--- config.mk ---
export PLATFORM = sky130hd
export DESIGN_NAME = fault_interrupt_mask_latch
export DESIGN_NICKNAME = d
export VERILOG_FILES = /design/src/fault_latch_pkg.sv /design/src/fault_interrupt_mask_latch.sv
export SDC_FILE = /design/constraint.sdc
export NUM_CORES = 1
export LEC_CHECK = 0
export BUFFER_PORTS_ARGS = -buffer_cell sky130_fd_sc_hd__buf_4
export CAP_MARGIN = 10
export CORE_ASPECT_RATIO = 2
export CORE_MARGIN = 4
export CORE_UTILIZATION = 55
export DETAILED_ROUTE_END_ITERATION = 10
export PLACE_DENSITY = 0.88
export SYNTH_ARGS = -nofsm -noshare
export SYNTH_HDL_FRONTEND = slang
export SYNTH_SLANG_ARGS = --single-unit
--- constraint.sdc ---
create_clock -name ref_clk -period 4.07 [get_ports ref_clk]
set_clock_uncertainty 0.2 [all_clocks]
set_input_delay 0.814 -clock ref_clk [delete_from_list [all_inputs] [get_ports ref_clk]]
set_output_delay 0.814 -clock ref_clk [all_outputs]
set_load 0.01 [all_outputs]
--- src/fault_latch_pkg.sv ---
// shared constants and types for the fault interrupt mask and latch bank
package fault_latch_pkg;

  // ---------------------------------------------------------------
  // register offsets on the control port
  // ---------------------------------------------------------------
  localparam logic [7:0] OFS_THR_VAD_MASK = 8'h33;
  localparam logic [7:0] OFS_CLK_LATCH    = 8'h34;
  localparam logic [7:0] OFS_CH_SUMMARY   = 8'h35;
  localparam logic [7:0] OFS_OUT1_LATCH   = 8'h38;
  localparam logic [7:0] OFS_OUT2_LATCH   = 8'h39;

  // ---------------------------------------------------------------
  // reset values
  // ---------------------------------------------------------------
  localparam logic [7:0] RST_THR_VAD_MASK = 8'h30;
  localparam logic [7:0] RST_LATCH        = 8'h00;

  // ---------------------------------------------------------------
  // field positions
  // ---------------------------------------------------------------
  localparam int BIT_7 = 7;
  localparam int BIT_6 = 6;
  localparam int BIT_5 = 5;
  localparam int BIT_4 = 4;
  localparam int BIT_3 = 3;
  localparam int BIT_2 = 2;
  localparam int BIT_1 = 1;
  localparam int BIT_0 = 0;
  // writable bits of each read-write register
  localparam logic [7:0] WMASK_THR_VAD = 8'hF0;
  localparam logic [7:0] WMASK_OUT1    = 8'h0C;
  localparam logic [7:0] WMASK_OUT2    = 8'h02;

  // fault detector event strobes, all on ref_clk
  typedef struct packed {
    logic       clock_error;
    logic       pll_lock;
    logic       analog_up_thr;
    logic       analog_low_thr;
    logic       vad_power_up;
    logic       vad_power_down;
    logic       in1_fault;
    logic       in2_fault;
    logic [3:0] out1_fault;     // pos short, neg short, pos vgnd, neg vgnd
    logic [3:0] out2_fault;     // same order as out1_fault
    logic       adc1_overload;
    logic       adc2_overload;
    logic       regulator_short;
  } fault_event_s;

  // control port request
  typedef struct packed {
    logic       wr;
    logic       rd;
    logic [7:0] addr;
    logic [7:0] wdata;
  } reg_req_s;

endpackage

--- src/fault_interrupt_mask_latch.sv ---
// fault and event latch bank with interrupt masks and read-to-clear flags
`timescale 1ns/1ps

// Behaviour
// - mask bit 7 gates upper threshold fault
// - mask bit 6 gates lower threshold fault
// - mask bit 5 gates vad up, reset 1
// - mask bit 4 gates vad down, reset 1
// - mask at 0x33 resets 0x30, low zero
// - clock error latched in bit 7
// - pll lock latched in bit 6
// - summary bit 7: input channel 1 fault
// - summary bit 6: input channel 2 fault
// - summary bit 5: output channel 1 fault
// - summary bit 4: output 2; low reads zero
// - out1 short flags in bits 7, 6
// - out1 virtual ground flags bits 5, 4
// - out1 bit 3 masks adc1 overload
// - out1 bit 2 masks adc2 overload
// - out2 short flags in bits 7, 6
// - out2 virtual ground flags bits 5, 4
// - out2 bit 0 latches regulator short
// - clock latch at 0x34, low bits zero
module fault_interrupt_mask_latch (
  // clock and reset
  input  wire logic                         ref_clk,
  input  wire logic                         rstn,
  // control port
  input  wire fault_latch_pkg::reg_req_s    req,
  output logic [7:0]                        rdata,
  // fault detectors
  input  wire fault_latch_pkg::fault_event_s evt,
  // interrupt request
  output logic                              irq
);

  // ---------------------------------------------------------------
  // register state
  // ---------------------------------------------------------------
  logic [7:0] thr_mask_ff,  nxt_thr_mask;
  logic [1:0] clk_lat_ff,   nxt_clk_lat;
  logic [3:0] ch_sum_ff,    nxt_ch_sum;
  logic [3:0] out1_lat_ff,  nxt_out1_lat;
  logic [3:0] out2_lat_ff,  nxt_out2_lat;
  logic [1:0] adc_mask_ff,  nxt_adc_mask;
  logic       reg_mask_ff,  nxt_reg_mask;
  logic       reg_lat_ff,   nxt_reg_lat;
  logic [7:0] rdata_ff,     nxt_rdata;
  logic       irq_ff,       nxt_irq;

  logic       rd_clk, rd_sum, rd_out1, rd_out2;
  logic       wr_thr, wr_out1, wr_out2;
  logic [3:0] thr_live;

  // address decode of the control port strobes
  assign rd_clk  = req.rd && (req.addr == fault_latch_pkg::OFS_CLK_LATCH);
  assign rd_sum  = req.rd && (req.addr == fault_latch_pkg::OFS_CH_SUMMARY);
  assign rd_out1 = req.rd && (req.addr == fault_latch_pkg::OFS_OUT1_LATCH);
  assign rd_out2 = req.rd && (req.addr == fault_latch_pkg::OFS_OUT2_LATCH);
  assign wr_thr  = req.wr && (req.addr == fault_latch_pkg::OFS_THR_VAD_MASK);
  assign wr_out1 = req.wr && (req.addr == fault_latch_pkg::OFS_OUT1_LATCH);
  assign wr_out2 = req.wr && (req.addr == fault_latch_pkg::OFS_OUT2_LATCH);

  // threshold and vad events in mask bit order 7..4
  assign thr_live = {evt.analog_up_thr, evt.analog_low_thr, evt.vad_power_up, evt.vad_power_down};

  // ---------------------------------------------------------------
  // mask registers
  // ---------------------------------------------------------------
  // reserved bits are forced to zero so a stray write cannot set them
  always_comb begin
    nxt_thr_mask = thr_mask_ff;
    nxt_adc_mask = adc_mask_ff;
    nxt_reg_mask = reg_mask_ff;
    if (wr_thr) begin
      nxt_thr_mask = req.wdata & fault_latch_pkg::WMASK_THR_VAD;
    end
    if (wr_out1) begin
      nxt_adc_mask = req.wdata[fault_latch_pkg::BIT_3:fault_latch_pkg::BIT_2];
    end
    if (wr_out2) begin
      nxt_reg_mask = req.wdata[fault_latch_pkg::BIT_1];
    end
  end

  // ---------------------------------------------------------------
  // latched flags
  // ---------------------------------------------------------------
  // a flag read in the same cycle as a new event stays set, so no event is lost
  always_comb begin
    nxt_clk_lat  = (rd_clk  ? 2'h0 : clk_lat_ff);
    nxt_ch_sum   = (rd_sum  ? 4'h0 : ch_sum_ff);
    nxt_out1_lat = (rd_out1 ? 4'h0 : out1_lat_ff);
    nxt_out2_lat = (rd_out2 ? 4'h0 : out2_lat_ff);
    nxt_reg_lat  = (rd_out2 ? 1'b0 : reg_lat_ff);
    nxt_clk_lat  = nxt_clk_lat | {evt.clock_error, evt.pll_lock};
    nxt_ch_sum   = nxt_ch_sum | {evt.in1_fault, evt.in2_fault, |evt.out1_fault, |evt.out2_fault};
    // output 1 leg and driver faults
    nxt_out1_lat = nxt_out1_lat | evt.out1_fault;
    // output 2 leg and driver faults
    nxt_out2_lat = nxt_out2_lat | evt.out2_fault;
    nxt_reg_lat  = nxt_reg_lat | evt.regulator_short;
  end

  // ---------------------------------------------------------------
  // read data and interrupt
  // ---------------------------------------------------------------
  // read data is registered: it appears one cycle after the read strobe
  always_comb begin
    nxt_rdata = rdata_ff;
    if (req.rd) begin
      case (req.addr)
        fault_latch_pkg::OFS_THR_VAD_MASK: nxt_rdata = thr_mask_ff;
        fault_latch_pkg::OFS_CLK_LATCH:    nxt_rdata = {clk_lat_ff, 6'h00};
        fault_latch_pkg::OFS_CH_SUMMARY:   nxt_rdata = {ch_sum_ff, 4'h0};
        fault_latch_pkg::OFS_OUT1_LATCH:   nxt_rdata = {out1_lat_ff, adc_mask_ff, 2'h0};
        fault_latch_pkg::OFS_OUT2_LATCH:   nxt_rdata = {out2_lat_ff, 2'h0, reg_mask_ff, reg_lat_ff};
        default:                           nxt_rdata = 8'h00;
      endcase
    end
  end

  // unmasked threshold, vad and overload events pass as live levels;
  // their latches sit in another bank, so this view can only be as long as the event
  always_comb begin
    nxt_irq = (|nxt_clk_lat) || (|nxt_ch_sum) || (|nxt_out1_lat) || (|nxt_out2_lat);
    nxt_irq = nxt_irq || (|(thr_live & ~nxt_thr_mask[fault_latch_pkg::BIT_7:fault_latch_pkg::BIT_4]));
    nxt_irq = nxt_irq || (|({evt.adc1_overload, evt.adc2_overload} & ~nxt_adc_mask));
    nxt_irq = nxt_irq || (nxt_reg_lat && !nxt_reg_mask);
  end

  // ---------------------------------------------------------------
  // state registers
  // ---------------------------------------------------------------
  // masks come out of reset with only the two vad bits set
  always_ff @(posedge ref_clk or negedge rstn) begin
    if (!rstn) begin
      thr_mask_ff <= fault_latch_pkg::RST_THR_VAD_MASK;
      adc_mask_ff <= 2'h0;
      reg_mask_ff <= 1'b0;
    end else begin
      thr_mask_ff <= nxt_thr_mask;
      adc_mask_ff <= nxt_adc_mask;
      reg_mask_ff <= nxt_reg_mask;
    end
  end

  // latched flags start clear, so no stale event survives a reset
  always_ff @(posedge ref_clk or negedge rstn) begin
    if (!rstn) begin
      clk_lat_ff  <= 2'h0;
      ch_sum_ff   <= 4'h0;
      out1_lat_ff <= 4'h0;
      out2_lat_ff <= 4'h0;
      reg_lat_ff  <= 1'b0;
    end else begin
      clk_lat_ff  <= nxt_clk_lat;
      ch_sum_ff   <= nxt_ch_sum;
      out1_lat_ff <= nxt_out1_lat;
      out2_lat_ff <= nxt_out2_lat;
      reg_lat_ff  <= nxt_reg_lat;
    end
  end

  // read data register
  always_ff @(posedge ref_clk or negedge rstn) begin
    if (!rstn) begin
      rdata_ff <= fault_latch_pkg::RST_LATCH;
    end else begin
      rdata_ff <= nxt_rdata;
    end
  end

  // interrupt register
  always_ff @(posedge ref_clk or negedge rstn) begin
    if (!rstn) begin
      irq_ff <= 1'b0;
    end else begin
      irq_ff <= nxt_irq;
    end
  end

  assign rdata = rdata_ff;
  assign irq   = irq_ff;
endmodule

# After elaboration in Yosys (flattened, before gate mapping)
# Index checks and enable logic that the tools add are counted.
op_classes:
  n_mux: 9
  addsub: 0
  bitwise_logic: 9
  shifts: 0
  n_mul: 0
  div_mod_pow: 0
  eq_ne: 5
  n_reduce_logical: 23
  magnitude_cmp: 0
op_table:
  columns: ["cell", "n"]
  rows:
  - ["8-bit by 6-bit equality test with 1-bit output (second input constant)", 5]
  - ["8-bit case mux with 5 select lines", 1]
  - ["4-bit OR reduction", 6]
  - ["4-bit two-way mux", 3]
  - ["4-bit OR", 3]
  - ["1-bit logical AND", 8]
  - ["8-bit two-way mux", 1]
  - ["1-bit logical OR", 6]
  - ["4-bit bitwise AND", 1]
  - ["2-bit two-way mux", 2]
  - ["4-bit NOT", 1]
  - ["2-bit OR reduction", 2]
  - ["2-bit bitwise AND", 1]
  - ["1-bit two-way mux", 2]
  - ["2-bit NOT", 1]
  - ["2-bit OR", 1]
  - ["1-bit zero test", 1]
  - ["1-bit OR", 1]
word_totals:
  latchBits: 0
  ram_bits: 0
  inputBits: 39
  regBits: 31
  output_inout_bits: 9
  n_memories: 0
  mem_bits_ro: 0

# Logic depth before layout (Yosys ltp)
# Gate-level depths: netlist of the first run.
depth:
  word_depth: 11
  mapped_depth: 6

# Worst setup path after synthesis of the first run
# OpenSTA, ideal clock, no wires.
synth_timing:
  path_type: "input to register"
  from: "input port req[14] (netlist bit)"
  to: "register irq_ff (netlist: irq)"
  cell_stages: 6
  required_ps: 3734
  setup_slack_ps: 1872
  t_arrival_ps: 1862
  setup_time_ps: 136
  cell_sequence: "and4bb_1 buf_6 nand3_2 mux2i_1 a221oi_2 nand4_1"
synth_between:
  elab_chain_len: 11
  word_cells_on_any_way: 43
synth_lines:
  columns: ["item", "line_no", "rtl"]
  rows:
  - ["start, declared", "fault_interrupt_mask_latch.sv:29", "input wire fault_latch_pkg::reg_req_s req,"]
  - ["8-bit by 6-bit equality test with 1-bit output (on tied branches)", "fault_interrupt_mask_latch.sv:57, fault_interrupt_mask_latch.sv:56", null]
  - ["1-bit logical AND (on tied branches)", "fault_interrupt_mask_latch.sv:57, fault_interrupt_mask_latch.sv:56", null]
  - ["4-bit two-way mux or 2-bit two-way mux (tied branches)", "fault_interrupt_mask_latch.sv:92, fault_interrupt_mask_latch.sv:91", null]
  - ["4-bit OR or 2-bit OR (tied branches)", "fault_interrupt_mask_latch.sv:97, fault_interrupt_mask_latch.sv:96", null]
  - ["4-bit OR reduction or 2-bit OR reduction (tied branches)", "fault_interrupt_mask_latch.sv:126", "nxt_irq = (|nxt_clk_lat) || (|nxt_ch_sum) || (|nxt_out1_lat) || (|nxt_out2_lat);"]
  - ["1-bit logical OR (3 in a row)", "fault_interrupt_mask_latch.sv:126", null]
  - ["1-bit logical OR", "fault_interrupt_mask_latch.sv:127", "nxt_irq = nxt_irq || (|(thr_live & ~nxt_thr_mask[fault_latch_pkg::BIT_7:fault_latch_pkg::BIT_4]));"]
  - ["1-bit logical OR", "fault_interrupt_mask_latch.sv:128", "nxt_irq = nxt_irq || (|({evt.adc1_overload, evt.adc2_overload} & ~nxt_adc_mask));"]
  - ["1-bit logical OR *", "fault_interrupt_mask_latch.sv:129", "nxt_irq = nxt_irq || (nxt_reg_lat && !nxt_reg_mask);"]
  - ["net nxt_irq", "fault_interrupt_mask_latch.sv:49", "logic irq_ff, nxt_irq;"]
  - ["end signal, assigned", "fault_interrupt_mask_latch.sv:179", "irq_ff <= nxt_irq;"]
  - ["end, declared", "fault_interrupt_mask_latch.sv:49", null]
# The timed path passes the listed nets; every way through them passes the cells marked *.
# A chain may end at the register's enable or synchronous reset.

# Worst setup path after layout of the first run
# Ends and elaborated chain as after synthesis.

==> run_results.csv, run 1 <==
group,metric,value,unit
route,remaining_drc_errors,0,
placed_design,placed_area,1970,um2
cells_and_area,drive_gt1_share,36.4,%
worst_setup_path,cp_cell_sequence,"buf_4, and4bb_1, nand3_1, a21oi_1, o22a_1, nand4_1",
clock_network,cts.clk_slew.worst_paths,0.07,ns
route,dr.pass1.iters,5,
die,core.rowCount,27,
timing,tns,0,ns
synthesis,ys_seq_area_share,47.7,%
synthesis,syn-num-nets,186,
timing,finalCritPeriodShare,58.3,%
worst_setup_path,slowest_stage,"and4bb_1",
route,num_vias,1502,
cells_and_area,fin_nets,233,
timing,worst_pin_slew,0.680,ns
worst_setup_path,startpoint,"req[14]",
cells_and_area,multi_input_area,766,um2
die,pin_count,48,
min_path,hp-class,"primary input to asynchronous set/reset pin",
global_route,grt.total_usage,25.3,%
timing,max_freq,421,MHz
timing,max_slew_margin,54.6,%
clock_network,clock-sinks,31,
synthesis,synth_simple_gate_area_share,19.5,%
pwr,p_per_area,338,nW/um2
placed_design,hpwl,3.40,mm
die,initial_utilization,58.2,%
synthesis,synth_cells,147,
route,drt_iter0_markers,63,
synthesis,synthMuxAreaShare,5.21,%
global_route,grt_pass1_vias,1602,
clock_network,clock_path_buffers,2,
worst_setup_path,critPathArrivalTime,2.33,ns
worst_setup_path,reg2reg_depth,5,
pwr,leakage,0.000889,uW
cells_and_area,antenna_cells,0,
synthesis,yosys-top-cells-area,"dfrtp_1 (44%), a21o_1 (6.4%), dfstp_2 (3.2%)",
cells_and_area,mostFrequentLayoutCells,"buf_4 (46), dfrtp_1 (29), a21o_1 (14)",
pwr,power,708,uW
worst_setup_path,endpoint_kind,"flip-flop",
cells_and_area,area_growth,28.1,%
synthesis,synth_top_family_by_area,"compound AO/OA/AOI/OAI gates",
pwr,ir_drop,0.357,mV
synthesis,yosysWarnings,0,
timing,drv_slew,0,
clock_network,cts_resized,0,
clock_network,cts_tree,"done",
cells_and_area,fillCellCount,185,
synthesis,yosysTopAreaCell,"dfrtp_1",
synthesis,synth-edff-count,0,
synthesis,synthAdderAreaFrac,0,%
synthesis,synth_area,1630,um2
synthesis,async_flop_share,100,%
die,dieArea,3960,um2
cells_and_area,final_common_cell,"buf_4",
placed_design,place_ws,1.41,ns
timing,rsz0062_at_grt,"no",
die,die_x,46.5,um
timing,fin_ws,1.70,ns
outcome,status,"finished clean",
synthesis,synth_compound_area_share,22.2,%
cells_and_area,seqCellArea,778,um2
cells_and_area,utilization,74.6,%
global_route,grt_pass1_wl,7.16,mm
clock_network,cts_buffers,5,
synthesis,yosys.cell_types.count,45,
flow_run,drv_cap,0,
synthesis,yosysTopAreaCellShare,44.4,%
worst_setup_path,max_stage_delay,0.48,ns
timing,hold_viol,0,
clock_network,h-tree-depth,2,
cells_and_area,final_area,2090,um2
die,dieHeight,85.1,um
placed_design,place.gp.congestion,0.867,
synthesis,synth_flop_cell,"dfrtp_1",
timing,setup_viol,0,
worst_setup_path,cp_max_fo,7,
route,viasPerCell,6.71,
global_route,antenna_found_initial,0,
global_route,grt_max_degree,32,
clock_network,post_cts_buffers,0,
worst_setup_path,r2r_slack,2.30,ns
synthesis,synthXorXnorAreaFrac,0,%
placed_design,port_buffers,46,
worst_setup_path,worstSetupStartpointType,"primary input",
synthesis,avgSynthCellArea,11.1,um2
clock_network,cts-root-buf,"clkbuf_8",
worst_setup_path,crit-reg2reg-launch,"out2_lat_ff[2]$_DFF_PN0_",
route,ant_nets,0,
worst_setup_path,r2r-end,"irq$_DFF_PN0_",
timing,min_period,2.37,ns
route,wl,4.48,mm
synthesis,ys_ff_latch,31,
worst_setup_path,required,4.03,ns
clock_network,cts_hold_buffers,0,
worst_setup_path,worstSetupPathType,"primary input to flip-flop",
global_route,grt-ovfl-total,0,
die,coreArea,2800,um2
clock_network,clk_latency,0.29,ns
route,wire_per_inst,20.0,um
-- cell families after synthesis --
logic type / Yosys count
and+or+nand+nor: 40
buffers and inverters: 19
AOI/OAI and AO/OA: 50
DFF: 31
muxes: 7
-- per-stage QoR --
step	hold WS (ns)	instances
2_1_floorplan	0.250	147
3_3_place_gp	0.271	216
6_report	0.243	224
3_5_place_dp	0.293	216
5_1_grt	0.271	224
4_1_cts	0.255	224
-- critical path, delay by kind of cell --
family | cells | cell delay (ns)
buffers and inverters | 1 | 0.11
AOI/OAI and AO/OA | 2 | 0.53
and+or+nand+nor | 3 | 0.87
-- flip-flops by register name, summed over array words and instances, names as in the netlist --
name / cells
irq: 1
reg_lat_ff: 1
ch_sum_ff: 4
reg_mask_ff: 1
out2_lat_ff: 4
adc_mask_ff: 2
thr_mask_ff: 4
out1_lat_ff: 4
rdata: 8
clk_lat_ff: 2
-- layout make-up --
type | count | share of cell area [%]
multi-input combinational | 97 | 36.6
clock buffer | 6 | 3.95
sequential | 31 | 37.2
inverter | 13 | 2.33
clock inverter | 2 | 1.67
timing repair buffer | 46 | 16.5
tap | 29 | 1.73
-- synthesized netlist by cell type (3+ instances only) --
master / number
or4_1: 3
a22oi_1: 6
dfrtp_1: 29
inv_1: 13
a21oi_1: 8
and4bb_1: 3
o22ai_1: 5
a22o_1: 4
nor2_1: 6
o21ai_0: 3
a21o_1: 14
nand2_1: 4
nand3_1: 3
mux2_2: 3
-- layer usage --
metal  track usage (%)  vias to the layer above  part of all wire [%]
li1                  -                      652                     -
met3              5.73                       31                   6.9
met4              17.1                        0                   6.7
met1              23.2                      722                    31
met5                 0                        -                     0
met2              44.8                       97                    56
-- power by group --
group,switching [uW],internal (uW),leakage (uW)
Clock,114,198,0.0000612
Sequential,3.95,314,0.000339
Combinational,38.0,39.7,0.000489
-- worst max path at each step --
stage | end | slack, ns | cells after the start
after floorplan | irq$_DFF_PN0_ | 1.87 | 6
after global placement | irq$_DFF_PN0_ | 1.49 | 6
after detailed placement | irq$_DFF_PN0_ | 1.41 | 6
after CTS | irq$_DFF_PN0_ | 1.72 | 6
after global routing | irq$_DFF_PN0_ | 1.60 | 6
final | irq$_DFF_PN0_ | 1.70 | 6
No activity file was read; power rests on OpenSTA's default activity.
==> run 2: changes to the inputs <==
Settings changed: CORE_UTILIZATION 55 to 51, PLACE_DENSITY 0.88 to 0.83.
Clock period 4.07 ns to 2.2 ns, I/O delays scaled along.
==> run 2 against run 1 <==
Against the previous run:
- cell area increased by 2.7%
- clock power up 85%
- first-iteration DRC count is 22% higher
- wire length up 1.0%
- critical path depth is the same
- non-clock buffer count rose by 7
- utilization decreased by 3.3 points
- sequential power is 85% higher
- flip-flop and latch count unchanged
- largest cell class unchanged
==> run_results.csv, run 2 (synthesized netlist as in run 1, its figures left out) <==
group,metric,value,unit
worst_setup_path,worstSetupPathType,"primary input to flip-flop",
global_route,grt_pass1_vias,1588,
global_route,grt_use_met2,43.2,%
cells_and_area,mostFrequentLayoutCells,"buf_4 (52), dfrtp_1 (29), a21o_1 (14)",
worst_setup_path,critPathArrivalTime,1.90,ns
die,dieHeight,88.0,um
flow_run,drv_cap,0,
timing,hold_viol,0,
die,core.rowCount,28,
min_path,min-delay-start,"evt[8]",
route,dr.pass1.iters,4,
clock_network,clock-sinks,31,
placed_design,place.gp.congestion,0.834,
die,initial_utilization,54.2,%
timing,fin_ws,0.257,ns
cells_and_area,drive_gt1_share,38.1,%
min_path,whs_path_depth,2,
timing,whs,0.133,ns
worst_setup_path,cp_max_fo,7,
die,die_x,48.0,um
min_path,hold_end,"out1_lat_ff[1]$_DFF_PN0_",
cells_and_area,fin_nets,240,
clock_network,cts_tree,"done",
clock_network,cts-root-buf,"clkbuf_8",
global_route,grt-ovfl-total,0,
worst_setup_path,reg2reg_depth,4,
global_route,antenna_found_initial,0,
cells_and_area,seqCellArea,778,um2
route,num_vias,1466,
placed_design,hpwl,3.41,mm
global_route,grt_max_degree,32,
pwr,ir_drop,0.610,mV
global_route,use_met3,4.32,%
worst_setup_path,crit-reg2reg-launch,"out2_lat_ff[2]$_DFF_PN0_",
timing,min_period,1.94,ns
global_route,top_usage_layer,"met2",
worst_setup_path,endpoint_kind,"flip-flop",
cells_and_area,fillCellCount,244,
timing,max_freq,515,MHz
worst_setup_path,r2r_slack,0.38,ns
route,wire_per_inst,19.5,um
cells_and_area,multi_input_area,766,um2
die,pin_count,48,
timing,rsz0062_at_grt,"no",
placed_design,port_buffers,46,
clock_network,cts_resized,0,
clock_network,post_cts_buffers,0,
global_route,met1_usage,22.4,%
cells_and_area,final_cell_count_no_fill,232,
timing,tns,0,ns
timing,worst_pin_slew,0.480,ns
cells_and_area,antenna_cells,0,
clock_network,cts_buffers,5,
worst_setup_path,worstSetupStartpointType,"primary input",
worst_setup_path,required,2.15,ns
die,coreArea,3010,um2
outcome,status,"finished clean",
clock_network,clock_path_buffers,2,
timing,setup_viol,0,
clock_network,cts.clk_slew.worst_paths,0.06,ns
clock_network,h-tree-depth,2,
die,dieArea,4230,um2
clock_network,clk_latency,0.29,ns
route,drt_iter0_markers,77,
cells_and_area,area_growth,31.6,%
timing,finalCritPeriodShare,88.3,%
pwr,leakage,0.000923,uW
global_route,grt.total_usage,23.8,%
route,viasPerCell,6.32,
placed_design,dp.cells,223,
pwr,p_per_area,611,nW/um2
min_path,hp-class,"primary input to flip-flop",
clock_network,cts_hold_buffers,1,
global_route,grt_pass1_wl,6.96,mm
route,remaining_drc_errors,0,
worst_setup_path,r2r-end,"irq$_DFF_PN0_",
cells_and_area,final_common_cell,"buf_4",
timing,drv_slew,0,
route,ant_nets,0,
route,wl,4.52,mm
timing,max_slew_margin,67.7,%
pwr,power,1310,uW
cells_and_area,largest_reg_flops,8,
placed_design,place_ws,-0.00425,ns
run 2: cell count changes in the layout (fill, tap and decap cells not counted):
cell | previous run | this run
buf_4 | 46 | 52
dlygate4sd3_1 | 0 | 1
run 2: per-stage QoR:
stage	util [%]	cell area, um2
3_3_place_gp	67.1	2020
4_1_cts	71.3	2150
6_report	71.3	2150
3_5_place_dp	67.1	2020
5_1_grt	71.3	2150
2_1_floorplan	-	1630
run 2: where the power goes:
part           leakage (uW)  total (uW)  switching [uW]  internal (uW)
Combinational      0.000523         148            71.2           76.9
Sequential         0.000339         588            7.45            581
Clock             0.0000612         576             210            366
Total              0.000923        1310             289           1020
run 2: how the worst max path moves through the flow:
stage	startpoint	to	slack [ns]
2_1_floorplan	req[14]	irq$_DFF_PN0_	0.38
3_3_place_gp	req[14]	irq$_DFF_PN0_	0.03
3_5_place_dp	req[14]	irq$_DFF_PN0_	-0.004
4_1_cts	req[14]	irq$_DFF_PN0_	0.28
5_1_grt	req[14]	irq$_DFF_PN0_	0.15
6_report	req[14]	irq$_DFF_PN0_	0.26
run 2: cell type report:
type	count	share of cell area, %
Clock buffer	6	3.84
Clock inverter	2	1.63
Inverter	13	2.27
Multi-Input combinational cell	97	35.6
Sequential cell	31	36.2
Tap cell	30	1.75
Timing Repair Buffer	53	18.6
run 2: metal layers:
layer  vias to the layer above  part of all wire, %  wire [um]
li1                        667                    -          -
met1                       718                   31       1400
met2                        61                   58       2640
met3                        20                  6.1        277
met4                         0                  4.6        208
met5                         -                    0          0
run 2: critical path, cell delays in order:
cell and delay [ns]:
buf_4 0.11, and4bb_1 0.49, and4b_1 0.33, o22ai_1 0.13, nor4_2 0.28, nand4_1 0.11
